$ cat src/scg_pkg.sv
package scg_pkg;
  // register byte offsets on the apb slave
  localparam logic [11:0] SCG_RUN_OFS = 12'h104;
  localparam logic [11:0] SCG_SLEEP_OFS = 12'h114;
  localparam logic [11:0] SCG_DEEP_OFS = 12'h124;
  localparam logic [11:0] SCG_CFG_OFS = 12'h060;
  localparam logic [11:0] SCG_IRQ_STAT_OFS = 12'h200;
  localparam logic [11:0] SCG_IRQ_MASK_OFS = 12'h204;
  // writable bits of each gating register
  localparam logic [31:0] SCG_GATE_MASK = 32'h030f5033;
  localparam logic [31:0] SCG_GATE_RESET = 32'h00000000;
  // automatic gating select bit in the run clock configuration register
  localparam int SCG_AUTO_BIT = 27;
  localparam logic [31:0] SCG_CFG_MASK = 32'h08000000;
  localparam logic [31:0] SCG_CFG_RESET = 32'h00000000;
  // interrupt status bits
  localparam int SCG_IRQ_W = 2;
  localparam int SCG_EV_FAULT = 0;
  localparam int SCG_EV_STATE = 1;
  localparam logic [1:0] SCG_IRQ_ZERO = 2'h0;
  // peripheral window decode
  localparam int SCG_NPERIPH = 32;
  localparam int SCG_PSEL_W = 5;
  // power states
  typedef enum logic [1:0] {
    SCG_PWR_RUN,
    SCG_PWR_SLEEP,
    SCG_PWR_DEEP
  } scg_pwr_t;
endpackage

$ cat src/scg_gate_cell.sv
`timescale 1ns/1ps
`default_nettype none
// one gated peripheral clock; latch-free enable captured on the low phase
module scg_gate_cell (
  // clock and reset
  input wire logic clk_i,
  input wire logic rst_i,
  // enable in, gated clock out
  input wire logic en_i,
  output logic gclk_o
);
  logic en_reg; // enable held while clock is low to avoid glitches

  // capture on falling edge so the and gate sees a stable enable
  always_ff @(negedge clk_i or posedge rst_i) begin
    if (rst_i) begin
      en_reg <= 1'b0;
    end else begin
      en_reg <= en_i;
    end
  end

  assign gclk_o = clk_i & en_reg;
endmodule
`default_nettype wire

$ cat src/scg_top.sv
// Chosen here: register access over APB.
`timescale 1ns/1ps
`default_nettype none
//
// Contract
// - each set bit clocks its peripheral
// - access to gated peripheral gives bus fault
// - gating registers reset to zero
// - separate gating set per power state
// - sleep sets used only with auto select
// - counter enables at bits 19 to 16
// - two wire enables at 14 and 12
// - sync serial enables at 5 and 4
// - async port enables at 1 and 0
// - reserved bits read zero, ignore writes
module scg_top
  import scg_pkg::*;
(
  // clock and reset
  input wire logic CLOCK_I,
  input wire logic RST_I,
  // apb slave
  input wire logic PSEL_I,
  input wire logic PENABLE_I,
  input wire logic PWRITE_I,
  input wire logic [11:0] PADDR_I,
  input wire logic [31:0] PWDATA_I,
  output logic [31:0] PRDATA_O,
  output logic PREADY_O,
  output logic PSLVERR_O,
  // power state from the system controller
  input wire logic SLEEP_I,
  input wire logic DEEP_SLEEP_I,
  // peripheral bus access monitor
  input wire logic PERIPH_REQ_I,
  input wire logic [4:0] PERIPH_SEL_I,
  output logic PERIPH_FAULT_O,
  // gated clocks and enables
  output logic [31:0] PERIPH_EN_O,
  output logic [31:0] PERIPH_CLK_O,
  // interrupt
  output logic IRQ_O
);
  // gating registers, one set per power state
  logic [31:0] run_gate_reg, run_gate_next;
  logic [31:0] sleep_gate_reg, sleep_gate_next;
  logic [31:0] deep_gate_reg, deep_gate_next;
  logic [31:0] cfg_reg, cfg_next;
  logic [SCG_IRQ_W-1:0] stat_reg, stat_next;
  logic [SCG_IRQ_W-1:0] mask_reg, mask_next;
  logic [31:0] prdata_reg, prdata_next;
  logic pslverr_reg, pslverr_next;
  logic fault_reg; // fault answer held one cycle
  scg_pwr_t state_reg, state_next;
  logic [31:0] active_en; // enables applied right now

  // apb decode; zero wait states
  wire setup_ph = PSEL_I & ~PENABLE_I;
  wire access_ph = PSEL_I & PENABLE_I;
  wire wr_en = access_ph & PWRITE_I;
  wire rd_setup = setup_ph & ~PWRITE_I;
  // one full address compare per register; partial decode would alias
  wire hit_run = PADDR_I == SCG_RUN_OFS;
  wire hit_sleep = PADDR_I == SCG_SLEEP_OFS;
  wire hit_deep = PADDR_I == SCG_DEEP_OFS;
  wire hit_cfg = PADDR_I == SCG_CFG_OFS;
  wire hit_stat = PADDR_I == SCG_IRQ_STAT_OFS;
  wire hit_mask = PADDR_I == SCG_IRQ_MASK_OFS;
  // any miss is answered with an error in the access phase
  wire hit_any = hit_run | hit_sleep | hit_deep | hit_cfg | hit_stat | hit_mask;
  // automatic gating select from the run clock configuration
  wire auto_sel = cfg_reg[SCG_AUTO_BIT];
  wire [31:0] wgate = PWDATA_I & SCG_GATE_MASK; // reserved bits dropped

  // register next values; writes land in the access phase
  assign run_gate_next = (wr_en & hit_run) ? wgate : run_gate_reg;
  assign sleep_gate_next = (wr_en & hit_sleep) ? wgate : sleep_gate_reg;
  assign deep_gate_next = (wr_en & hit_deep) ? wgate : deep_gate_reg;
  assign cfg_next = (wr_en & hit_cfg) ? (PWDATA_I & SCG_CFG_MASK) : cfg_reg;
  assign mask_next = (wr_en & hit_mask) ? PWDATA_I[SCG_IRQ_W-1:0] : mask_reg;

  // power state: sleep modes only honoured with automatic gating
  always_comb begin
    // run set unless a sleep request stands with auto select on
    state_next = SCG_PWR_RUN;
    // deep sleep wins when both requests stand
    if (auto_sel & DEEP_SLEEP_I) begin
      state_next = SCG_PWR_DEEP;
    end else if (auto_sel & SLEEP_I) begin
      state_next = SCG_PWR_SLEEP;
    end
  end

  // select the enable set for the current state
  always_comb begin
    case (state_reg)
      SCG_PWR_RUN: active_en = run_gate_reg;
      SCG_PWR_SLEEP: active_en = sleep_gate_reg;
      SCG_PWR_DEEP: active_en = deep_gate_reg;
      // unused encoding falls back to the run set
      default: active_en = run_gate_reg;
    endcase
  end

  // events: bus fault and power-state change; set wins over clear
  // the applied set decides, so a sleep access is judged by the sleep set
  wire periph_fault = PERIPH_REQ_I & ~active_en[PERIPH_SEL_I];
  // one event line per status bit
  wire [SCG_IRQ_W-1:0] ev;
  assign ev[SCG_EV_FAULT] = periph_fault;
  assign ev[SCG_EV_STATE] = state_next != state_reg;
  wire [SCG_IRQ_W-1:0] w1c = (wr_en & hit_stat) ? PWDATA_I[SCG_IRQ_W-1:0] : SCG_IRQ_ZERO;
  assign stat_next = (stat_reg & ~w1c) | ev;

  // read mux, captured in setup so data comes from a flop
  always_comb begin
    prdata_next = 32'h00000000;
    if (rd_setup) begin
      // gating sets hold zeros in their reserved bits already
      if (hit_run) begin
        prdata_next = run_gate_reg;
      end else if (hit_sleep) begin
        // sleep set
        prdata_next = sleep_gate_reg;
      end else if (hit_deep) begin
        // deep sleep set
        prdata_next = deep_gate_reg;
      end else if (hit_cfg) begin
        // only the auto select bit can be set here
        prdata_next = cfg_reg;
      end else if (hit_stat) begin
        // status bits zero extended
        prdata_next = {30'h0, stat_reg};
      end else if (hit_mask) begin
        // mask bits zero extended
        prdata_next = {30'h0, mask_reg};
      end
    end
  end
  assign pslverr_next = setup_ph & ~hit_any; // unmapped address answers error

  // all registers clear on reset
  // the reset branch loads constants only, so release is clean
  always_ff @(posedge CLOCK_I or posedge RST_I) begin
    if (RST_I) begin
      run_gate_reg <= SCG_GATE_RESET;
      sleep_gate_reg <= SCG_GATE_RESET;
      deep_gate_reg <= SCG_GATE_RESET;
      cfg_reg <= SCG_CFG_RESET;
      stat_reg <= SCG_IRQ_ZERO;
      mask_reg <= SCG_IRQ_ZERO;
      prdata_reg <= 32'h00000000;
      pslverr_reg <= 1'b0;
      fault_reg <= 1'b0;
      state_reg <= SCG_PWR_RUN;
    end else begin
      run_gate_reg <= run_gate_next;
      sleep_gate_reg <= sleep_gate_next;
      deep_gate_reg <= deep_gate_next;
      cfg_reg <= cfg_next;
      stat_reg <= stat_next;
      mask_reg <= mask_next;
      prdata_reg <= prdata_next;
      pslverr_reg <= pslverr_next;
      fault_reg <= periph_fault;
      state_reg <= state_next;
    end
  end

  // per-peripheral gated clock cells
  genvar gi;
  generate
    for (gi = 0; gi < SCG_NPERIPH; gi++) begin : g_cell
      scg_gate_cell u_cell (
        .clk_i(CLOCK_I),
        .rst_i(RST_I),
        .en_i(active_en[gi]),
        .gclk_o(PERIPH_CLK_O[gi])
      );

    end
  endgenerate

  // outputs
  // enables leave as levels; peripherals that need a clean edge use the gated clock
  assign PERIPH_EN_O = active_en;
  assign PERIPH_FAULT_O = fault_reg;
  assign PRDATA_O = prdata_reg;
  assign PSLVERR_O = pslverr_reg;
  // every access completes in one access cycle
  assign PREADY_O = 1'b1; // no wait states
  // level interrupt, no edge memory of its own
  assign IRQ_O = |(stat_reg & mask_reg);
endmodule
`default_nettype wire

$ cat config.mk
export PLATFORM = sky130hd
export DESIGN_NAME = scg_top
export DESIGN_NICKNAME = d
export VERILOG_FILES = /design/src/scg_pkg.sv /design/src/scg_gate_cell.sv /design/src/scg_top.sv
export SDC_FILE = /design/constraint.sdc
export NUM_CORES = 1
export LEC_CHECK = 0
export BUFFER_PORTS_ARGS = -buffer_cell sky130_fd_sc_hd__buf_2
export CAP_MARGIN = 20
export CORE_MARGIN = 2
export CORE_UTILIZATION = 50
export DETAILED_ROUTE_END_ITERATION = 12
export PLACE_DENSITY = 0.81
export SETUP_SLACK_MARGIN = 0.4
export SYNTH_ARGS = -nofsm -noshare
export SYNTH_HDL_FRONTEND = slang
export SYNTH_HIERARCHICAL = 1
export SYNTH_SLANG_ARGS = --single-unit
$ cat constraint.sdc
create_clock -name CLOCK_I -period 2.8 [get_ports CLOCK_I]
set_input_delay 0.42 -clock CLOCK_I [delete_from_list [all_inputs] [get_ports CLOCK_I]]
set_output_delay 0.42 -clock CLOCK_I [all_outputs]
set_load 0.01 [all_outputs]
==> results of run 1 <==
[layout make-up]
cell class / instances / area [um2] / area share
clock buffer: 54 / 622 / 0.102
inverter: 42 / 170 / 0.0280
clock inverter: 6 / 90.1 / 0.0148
tap: 105 / 131 / 0.0216
multi-input combinational: 262 / 2020 / 0.332
timing repair buffer: 108 / 795 / 0.131
sequential: 90 / 2250 / 0.370
[cell usage in the layout, fill, tap and decap left out, types with 11 or more instances in the layout]
master and count:
dfrtn_1 32, and2_1 22, mux2_2 36, and2_4 12, clkbuf_8 14, a222oi_1 11, dfrtp_1 58, conb_1 60
nand2_1 14, nor2_1 17, buf_6 34, buf_4 26, buf_2 76, inv_1 37
[metrics by stage]
step                hold WS, ns  setup WS [ns]
floorplan                 0.495         -0.144
global placement          0.510         -0.108
detailed placement        0.523         -0.117
CTS                       0.125         -0.131
global route              0.141         -0.177
finish                    0.146         -0.121
[routing by layer]
metal,vias up,GRT usage
met5,-,0
met4,0,0.178
met3,55,0.0766
met2,218,0.368
met1,1709,0.260
li1,1563,-
[cells by family after synthesis]
kind of cell | count (synthesis)
simple gates | 111
buf+inv | 95
flops | 90
compound gates | 48
mux | 39
fa+ha+maj | 2
other cells | 2
xor+xnor | 2
[worst max-delay path, cell delays in order, from the launching register on]
cell,delay (ns)
dfrtn_1,0.41
and2_4,0.14
buf_6,0.09
[report_power, final]
part           switching (W)  internal (W)  leakage [nW]
logic               0.000103     0.0000423          1.52
clock network       0.000960       0.00152         0.515
registers         0.00000471       0.00132          1.16
[cells in the mapped netlist, types with 4 or more instances]
library cell,n
dfrtp_1,58
inv_1,42
buf_4,41
mux2_2,36
and2_1,34
dfrtn_1,32
nor2_1,21
nand2_1,17
o21ai_0,12
a222oi_1,11
a221oi_1,6
clkbuf_1,6
nor2b_1,6
a22oi_1,5
and3_1,4
buf_2,4
nor4_1,4
[worst paths after layout]
kind,start,to,slack [ns],depth (start not counted)
max in group asynchronous,RST_I,g_cell[30].u_cell/en_reg,1.31,2
max reg2reg,state_reg[1],g_cell[5].u_cell/en_reg,-0.10,6
min,DEEP_SLEEP_I,state_reg[0],0.15,2
min in group asynchronous,RST_I,sleep_gate_reg[12],0.36,2
min reg2reg,sleep_gate_reg[5],sleep_gate_reg[5],0.55,1
max,g_cell[14].u_cell/en_reg,PERIPH_CLK_O[14],-0.12,2
[timing repair]
| item | in CTS | in global routing |
|---|---|---|
| pin swaps | 2 | 12 |
| setup endpoints to repair | 86 | 88 |
| gates resized for setup | 61 | 55 |
| buffers inserted | 5 | 6 |
==> flow_summary.toml, run 1 <==
[status]
status = "finished, violations left"
violations = "negative setup slack"

[detailed_routing]
vias = 3545
drt-initial-drc-count = 279
vias_per_cell = 5.31
wl_met3_um = 882
highest_layer = "met4"
dr.pass1.iters = 5
drc = 0
wl_mm = 11.4
wl_per_cell_um = 17.0
met1Wirelength_mm = 4.21
ant_nets = 0
dr_wl_met2_mm = 5.82

[yosys]
synth_seq_area_share = 0.521
syn_area_um2 = 4320
ys_types = 47
ys_seq_elements = 90
synth_top_area_frac = 0.336
ys_warn_count = 6
synth-edff-count = 0
synth_area_leader_cell = "dfrtp_1"
synth_compound_area_frac = 0.0860
synth-main-ff-cell = "dfrtp_1"
async_flop_share = 1.00
synthCells = 389
synth_top_family_by_area = "simple AND/OR/NAND/NOR gates"
synth-adder-area-share = 0.00579
yosys-top-cells-area = "dfrtp_1 (34%), dfrtn_1 (19%), mux2_2 (9.4%)"
syn_area_per_cell_um2 = 11.1
synthMuxAreaShare = 0.108
synth_xor_xnor_area_share = 0.00405
synth-simple-area-share = 0.153

[final_layout]
fin_cells = 667
finalInstanceArea_um2 = 6080
antenna_cells = 0
fillers = 522
area_growth_pct = 40.7
drive_gt1_frac = 0.472
nNetsFinal = 616
largest_reg_flops = 32
final_util = 0.733

[pwr]
powerDensity_nw_per_um2 = 650
report.power.total_w = 0.00395
peakVddDrop_uv = 422
cellLeakagePower_nw = 3.19

[critical_path]
crit_fanout = 1
cp-end-kind = "output port"
cp-start-kind = "flop"
path_class = "flop to output port"
critPathRequiredTime_ns = 2.38
worst_ep_arrival_time_ns = 2.50

[place]
gp_congestion = 0.827
hpwl_mm = 6.90
portBuffers = 97
post-place-cells = 628
place_area_um2 = 5050

[floorplan]
row_count = 33
die_h_um = 97.0
core_area_um2 = 8300
io_pins = 157
die_w_um = 97.0
start_util = 0.521
dieArea_um2 = 9400

[clock_network]
cts_tree = "built"
hold_buffers = 0
clk_latency_ns = 0.46
cts.clk_slew.worst_paths_ns = 0.09

[grt]
grt_usage = 0.233
grt_pass1_wl_mm = 17.2
grt_start_max_net_pins = 38
grt_antenna_before_repair = 0
grt_pass1_vias = 3759
overflow = 0

[job]
drv_cap = 0

[hold_path]
hp-class = "primary input to flop"

[timing]
fin_skew_ns = 0.0123
maxSlewHeadroom = 0.494
timing_max_transition_violations_final = 0
finalSetupTns_ns = -3.58
final_hold_viol_count = 0
setup-violations-final = 74
rsz0062_at_grt = "yes"
worstMarginPinSlew_ns = 0.757
setup_ws_ns = -0.121
(Power assumes the default switching activity.)
==> run 2, diff against run 1 <==
Settings changed: MAX_ROUTING_LAYER set to met4.
==> run 2 against run 1 <==
The run still ends with negative setup slack left. Clock-buffer cell count is the same. Critical path type unchanged. Cell count unchanged. Register-to-register slack hardly changed. Via count hardly changed. Clock skew fell by 0.0017 ns. Critical endpoint unchanged. Non-clock buffer count unchanged.
==> flow_summary.toml, run 2 (synthesis results as in run 1) <==
[timing]
rsz0062_at_grt = "yes"
fin_skew_ns = 0.0106
timing_max_transition_violations_final = 0
setup-violations-final = 74
final_hold_viol_count = 0
worstMarginPinSlew_ns = 0.760
setup_ws_ns = -0.120
finalSetupTns_ns = -3.52
holdWs_ns = 0.148
maxSlewHeadroom = 0.493

[final_layout]
final_common_cell = "buf_2"
fin_cells = 667
fillers = 522
antenna_cells = 0
finalInstanceArea_um2 = 6080
area_growth_pct = 40.7
drive_gt1_frac = 0.472
final_util = 0.733
nNetsFinal = 616
mostFrequentLayoutCells = "buf_2 (76), conb_1 (60), dfrtp_1 (58), inv_1 (37), mux2_2 (36)"
largest_reg_flops = 32

[place]
gp_congestion = 0.840
hpwl_mm = 6.90
portBuffers = 97
place_area_um2 = 5050
post-place-cells = 628

[critical_path]
crit_fanout = 1
reg2reg_depth = 6
crit_slowest_cell = "dfrtn_1"
crit_chain = "and2_4, buf_6"
reg2reg_from = "state_reg[1]"
timing.rr.end = "g_cell[5].u_cell/en_reg"
regToRegSetupSlack_ns = -0.10
cp-end-kind = "output port"
worst_ep_arrival_time_ns = 2.50
critical_path.max_stage_delay_ns = 0.41
cp-start-kind = "flop"
path_class = "flop to output port"
critPathRequiredTime_ns = 2.38

[floorplan]
start_util = 0.521
io_pins = 157
die_h_um = 97.0
row_count = 33
dieArea_um2 = 9400
die_w_um = 97.0
core_area_um2 = 8300

[grt]
grt_usage = 0.240
overflow = 0
grt_start_max_net_pins = 38
grt_pass1_vias = 3757
grt_pass1_wl_mm = 17.2
grt_antenna_before_repair = 0

[pwr]
powerDensity_nw_per_um2 = 650
peakVddDrop_uv = 422
cellLeakagePower_nw = 3.19

[detailed_routing]
drt-initial-drc-count = 279
wl_per_cell_um = 16.9
drc = 0
vias_per_cell = 5.32
dr.pass1.iters = 6
vias = 3548
ant_nets = 0
wl_mm = 11.3

[clock_network]
hold_buffers = 0
cts.clk_slew.worst_paths_ns = 0.09
cts_tree = "built"
clk_latency_ns = 0.46

[hold_path]
min_to = "state_reg[0]"
hp-class = "primary input to flop"
hold_depth = 2
hp-start = "DEEP_SLEEP_I"

[status]
status = "finished, violations left"
violations = "negative setup slack"

[job]
drv_cap = 0
==> run 2: critical path: cells and delay by family, from the launching register on <==
family / cells / cell delay [ns]
DFF: 1 / 0.41
and+or+nand+nor: 1 / 0.14
buffers and inverters: 1 / 0.09
==> run 2: area by class of cell <==
class / instances / area (um2) / share of cell area
Sequential cell: 90 / 2250 / 0.370
Multi-Input combinational cell: 262 / 2020 / 0.332
Timing Repair Buffer: 108 / 795 / 0.131
Clock buffer: 54 / 622 / 0.102
Inverter: 42 / 170 / 0.0280
Tap cell: 105 / 131 / 0.0216
Clock inverter: 6 / 90.1 / 0.0148
==> run 2: what timing repair did <==
action                                  4_1_cts  5_1_grt
buffers inserted                              5        6
endpoints found under the setup margin       86       88
pin swaps                                     2       12
resized for setup                            61       55
==> run 2: per-layer routing <==
layer / wire length [um] / global-route usage / up-vias / share of wire
li1: - / - / 1568 / -
met1: 4170 / 0.260 / 1689 / 0.37
met2: 5740 / 0.369 / 228 / 0.51
met3: 887 / 0.0751 / 63 / 0.079
met4: 497 / 0.178 / 0 / 0.044
met5: 0 / - / - / 0
==> run 2: how the worst max path moves through the flow <==
stage,startpoint,end,slack (ns),cells past startpoint
floorplan,state_reg[0],g_cell[14].u_cell/en_reg,-0.14,7
global placement,state_reg[0],g_cell[25].u_cell/en_reg,-0.11,4
detailed placement,state_reg[0],g_cell[25].u_cell/en_reg,-0.12,4
CTS,g_cell[14].u_cell/en_reg,PERIPH_CLK_O[14],-0.13,2
global route,g_cell[8].u_cell/en_reg,PERIPH_CLK_O[8],-0.18,2
finish,g_cell[14].u_cell/en_reg,PERIPH_CLK_O[14],-0.12,2
==> run 2: stage by stage <==
stage	total power, W	setup WS (ns)
5_1_grt	0.00414	-0.177
2_1_floorplan	0.00175	-0.144
6_report	0.00395	-0.120
4_1_cts	0.00385	-0.131
3_5_place_dp	0.00194	-0.117
3_3_place_gp	0.00193	-0.108
==> run 2: power breakdown <==
group	leakage (nW)	internal, W	switching [W]
clock	0.515	0.00152	0.000960
sequential	1.16	0.00132	0.00000474
combinational	1.52	0.0000423	0.000103
==> run 3, diff against run 2 <==
Settings changed: TNS_END_PERCENT set to 20.
==> run 3 against run 2 <==
The run still ends with negative setup slack left. Core utilization fell by 4.8 points. Combinational power decreased by 3%. Clock-buffer cell count down 1. Total power fell by 1.6%. Global-route usage down 0.57 points. Critical path depth did not move. Setup slack gained 0.0039 ns. Clock power is 2% lower. Critical path type unchanged. Highest routed layer unchanged.
==> flow_summary.toml, run 3 (synthesis results as in run 1) <==
[status]
status = "finished, violations left"
violations = "negative setup slack"

[final_layout]
largest_reg_flops = 32
final_common_cell = "buf_2"
drive_gt1_frac = 0.421
finalInstanceArea_um2 = 5690
area_growth_pct = 31.6
mostFrequentLayoutCells = "buf_2 (87), conb_1 (60), dfrtp_1 (58), inv_1 (38), mux2_2 (36)"
nNetsFinal = 600

[place]
portBuffers = 97
hpwl_mm = 6.78
place_area_um2 = 5000
gp_congestion = 0.859

[floorplan]
dieArea_um2 = 9400
die_w_um = 97.0
die_h_um = 97.0
start_util = 0.521
row_count = 33
io_pins = 157
core_area_um2 = 8300

[pwr]
report.power.total_w = 0.00389
powerDensity_nw_per_um2 = 684
cellLeakagePower_nw = 3.02
peakVddDrop_uv = 314

[detailed_routing]
vias_per_cell = 5.13
dr.pass1.iters = 6
ant_nets = 0
drc = 0
vias = 3345
wl_mm = 10.3
drt-initial-drc-count = 178
wl_per_cell_um = 15.7

[grt]
grt_most_used_layer = "met2"
gr-usage-met3 = 0.0802
grt_pass1_vias = 3653
grt_usage = 0.234
grtUsageMet2 = 0.335
use_met1 = 0.268
overflow = 0
grt_start_max_net_pins = 43
grt_antenna_before_repair = 1
grt_pass1_wl_mm = 16.7

[timing]
maxSlewHeadroom = 0.627
setup_ws_ns = -0.116
timing_max_transition_violations_final = 0
worstMarginPinSlew_ns = 0.554
final_hold_viol_count = 0
rsz0062_at_grt = "yes"
fin_skew_ns = 0.0123
setup-violations-final = 69

[critical_path]
path_class = "flop to output port"
critPathRequiredTime_ns = 2.38
worst_ep_arrival_time_ns = 2.50
crit_fanout = 1
cp-end-kind = "output port"
cp-start-kind = "flop"

[hold_path]
hp-class = "primary input to flop"

[clock_network]
cts.clk_slew.worst_paths_ns = 0.08
cts_tree = "built"
clk_latency_ns = 0.46
hold_buffers = 0

[job]
drv_cap = 0
## run 3: where the power goes
part | internal (W) | switching, W | total, W | leakage, nW
combinational | 0.0000413 | 0.000100 | 0.000141 | 1.35
sequential | 0.00132 | 0.00000411 | 0.00132 | 1.16
clock | 0.00150 | 0.000919 | 0.00242 | 0.508
## run 3: final timing paths
path	startpoint	to	slack, ns	depth (start not counted)
hold / removal	DEEP_SLEEP_I	state_reg[0]	0.18	2
setup / recovery	g_cell[25].u_cell/en_reg	PERIPH_CLK_O[25]	-0.12	2
hold reg to reg	deep_gate_reg[24]	deep_gate_reg[24]	0.54	1
min in group asynchronous	RST_I	PERIPH_FAULT_O	0.22	2
max in group asynchronous	RST_I	g_cell[12].u_cell/en_reg	1.31	2
setup reg to reg	state_reg[0]	g_cell[24].u_cell/en_reg	-0.09	5
## run 3: routing by layer
layer / up-vias / routed length [um]
met4: 0 / 400
met2: 192 / 5000
li1: 1528 / -
met1: 1592 / 3970
met5: - / 0
met3: 33 / 886
## run 3: final cells by class
type	instances	area, um2
fillers	586	2610
repair buffers	92	563
clock buffers	53	583
flip-flops and latches	90	2250
inverters	42	160
well taps	105	131
multi-input cells	262	1870
diodes	1	2.50
clock inverters	7	124
## run 3: worst max-delay path, cell delays in order, from the launching register on
cell and delay (ns):
dfrtn_1 0.40, and2_1 0.13, buf_2 0.13
## run 3: stage by stage
step | std cells | setup WS, ns | TNS (ns) | utilization | hold slack [ns]
after detailed placement | 621 | -0.121 | -0.736 | 0.603 | 0.524
after CTS | 651 | -0.125 | -3.30 | 0.675 | 0.152
after floorplan | 447 | -0.144 | -0.771 | - | 0.495
final | 652 | -0.116 | -2.72 | 0.685 | 0.184
after global placement | 621 | -0.0845 | -0.491 | 0.603 | 0.512
after global routing | 652 | -0.171 | -4.91 | 0.685 | 0.148
## run 3: repair_timing
action                                  in CTS  in global routing
endpoints found under the setup margin      85                 85
gates resized for setup                     25                 21
pin swaps                                    1                  4
setup buffers                                2                  0
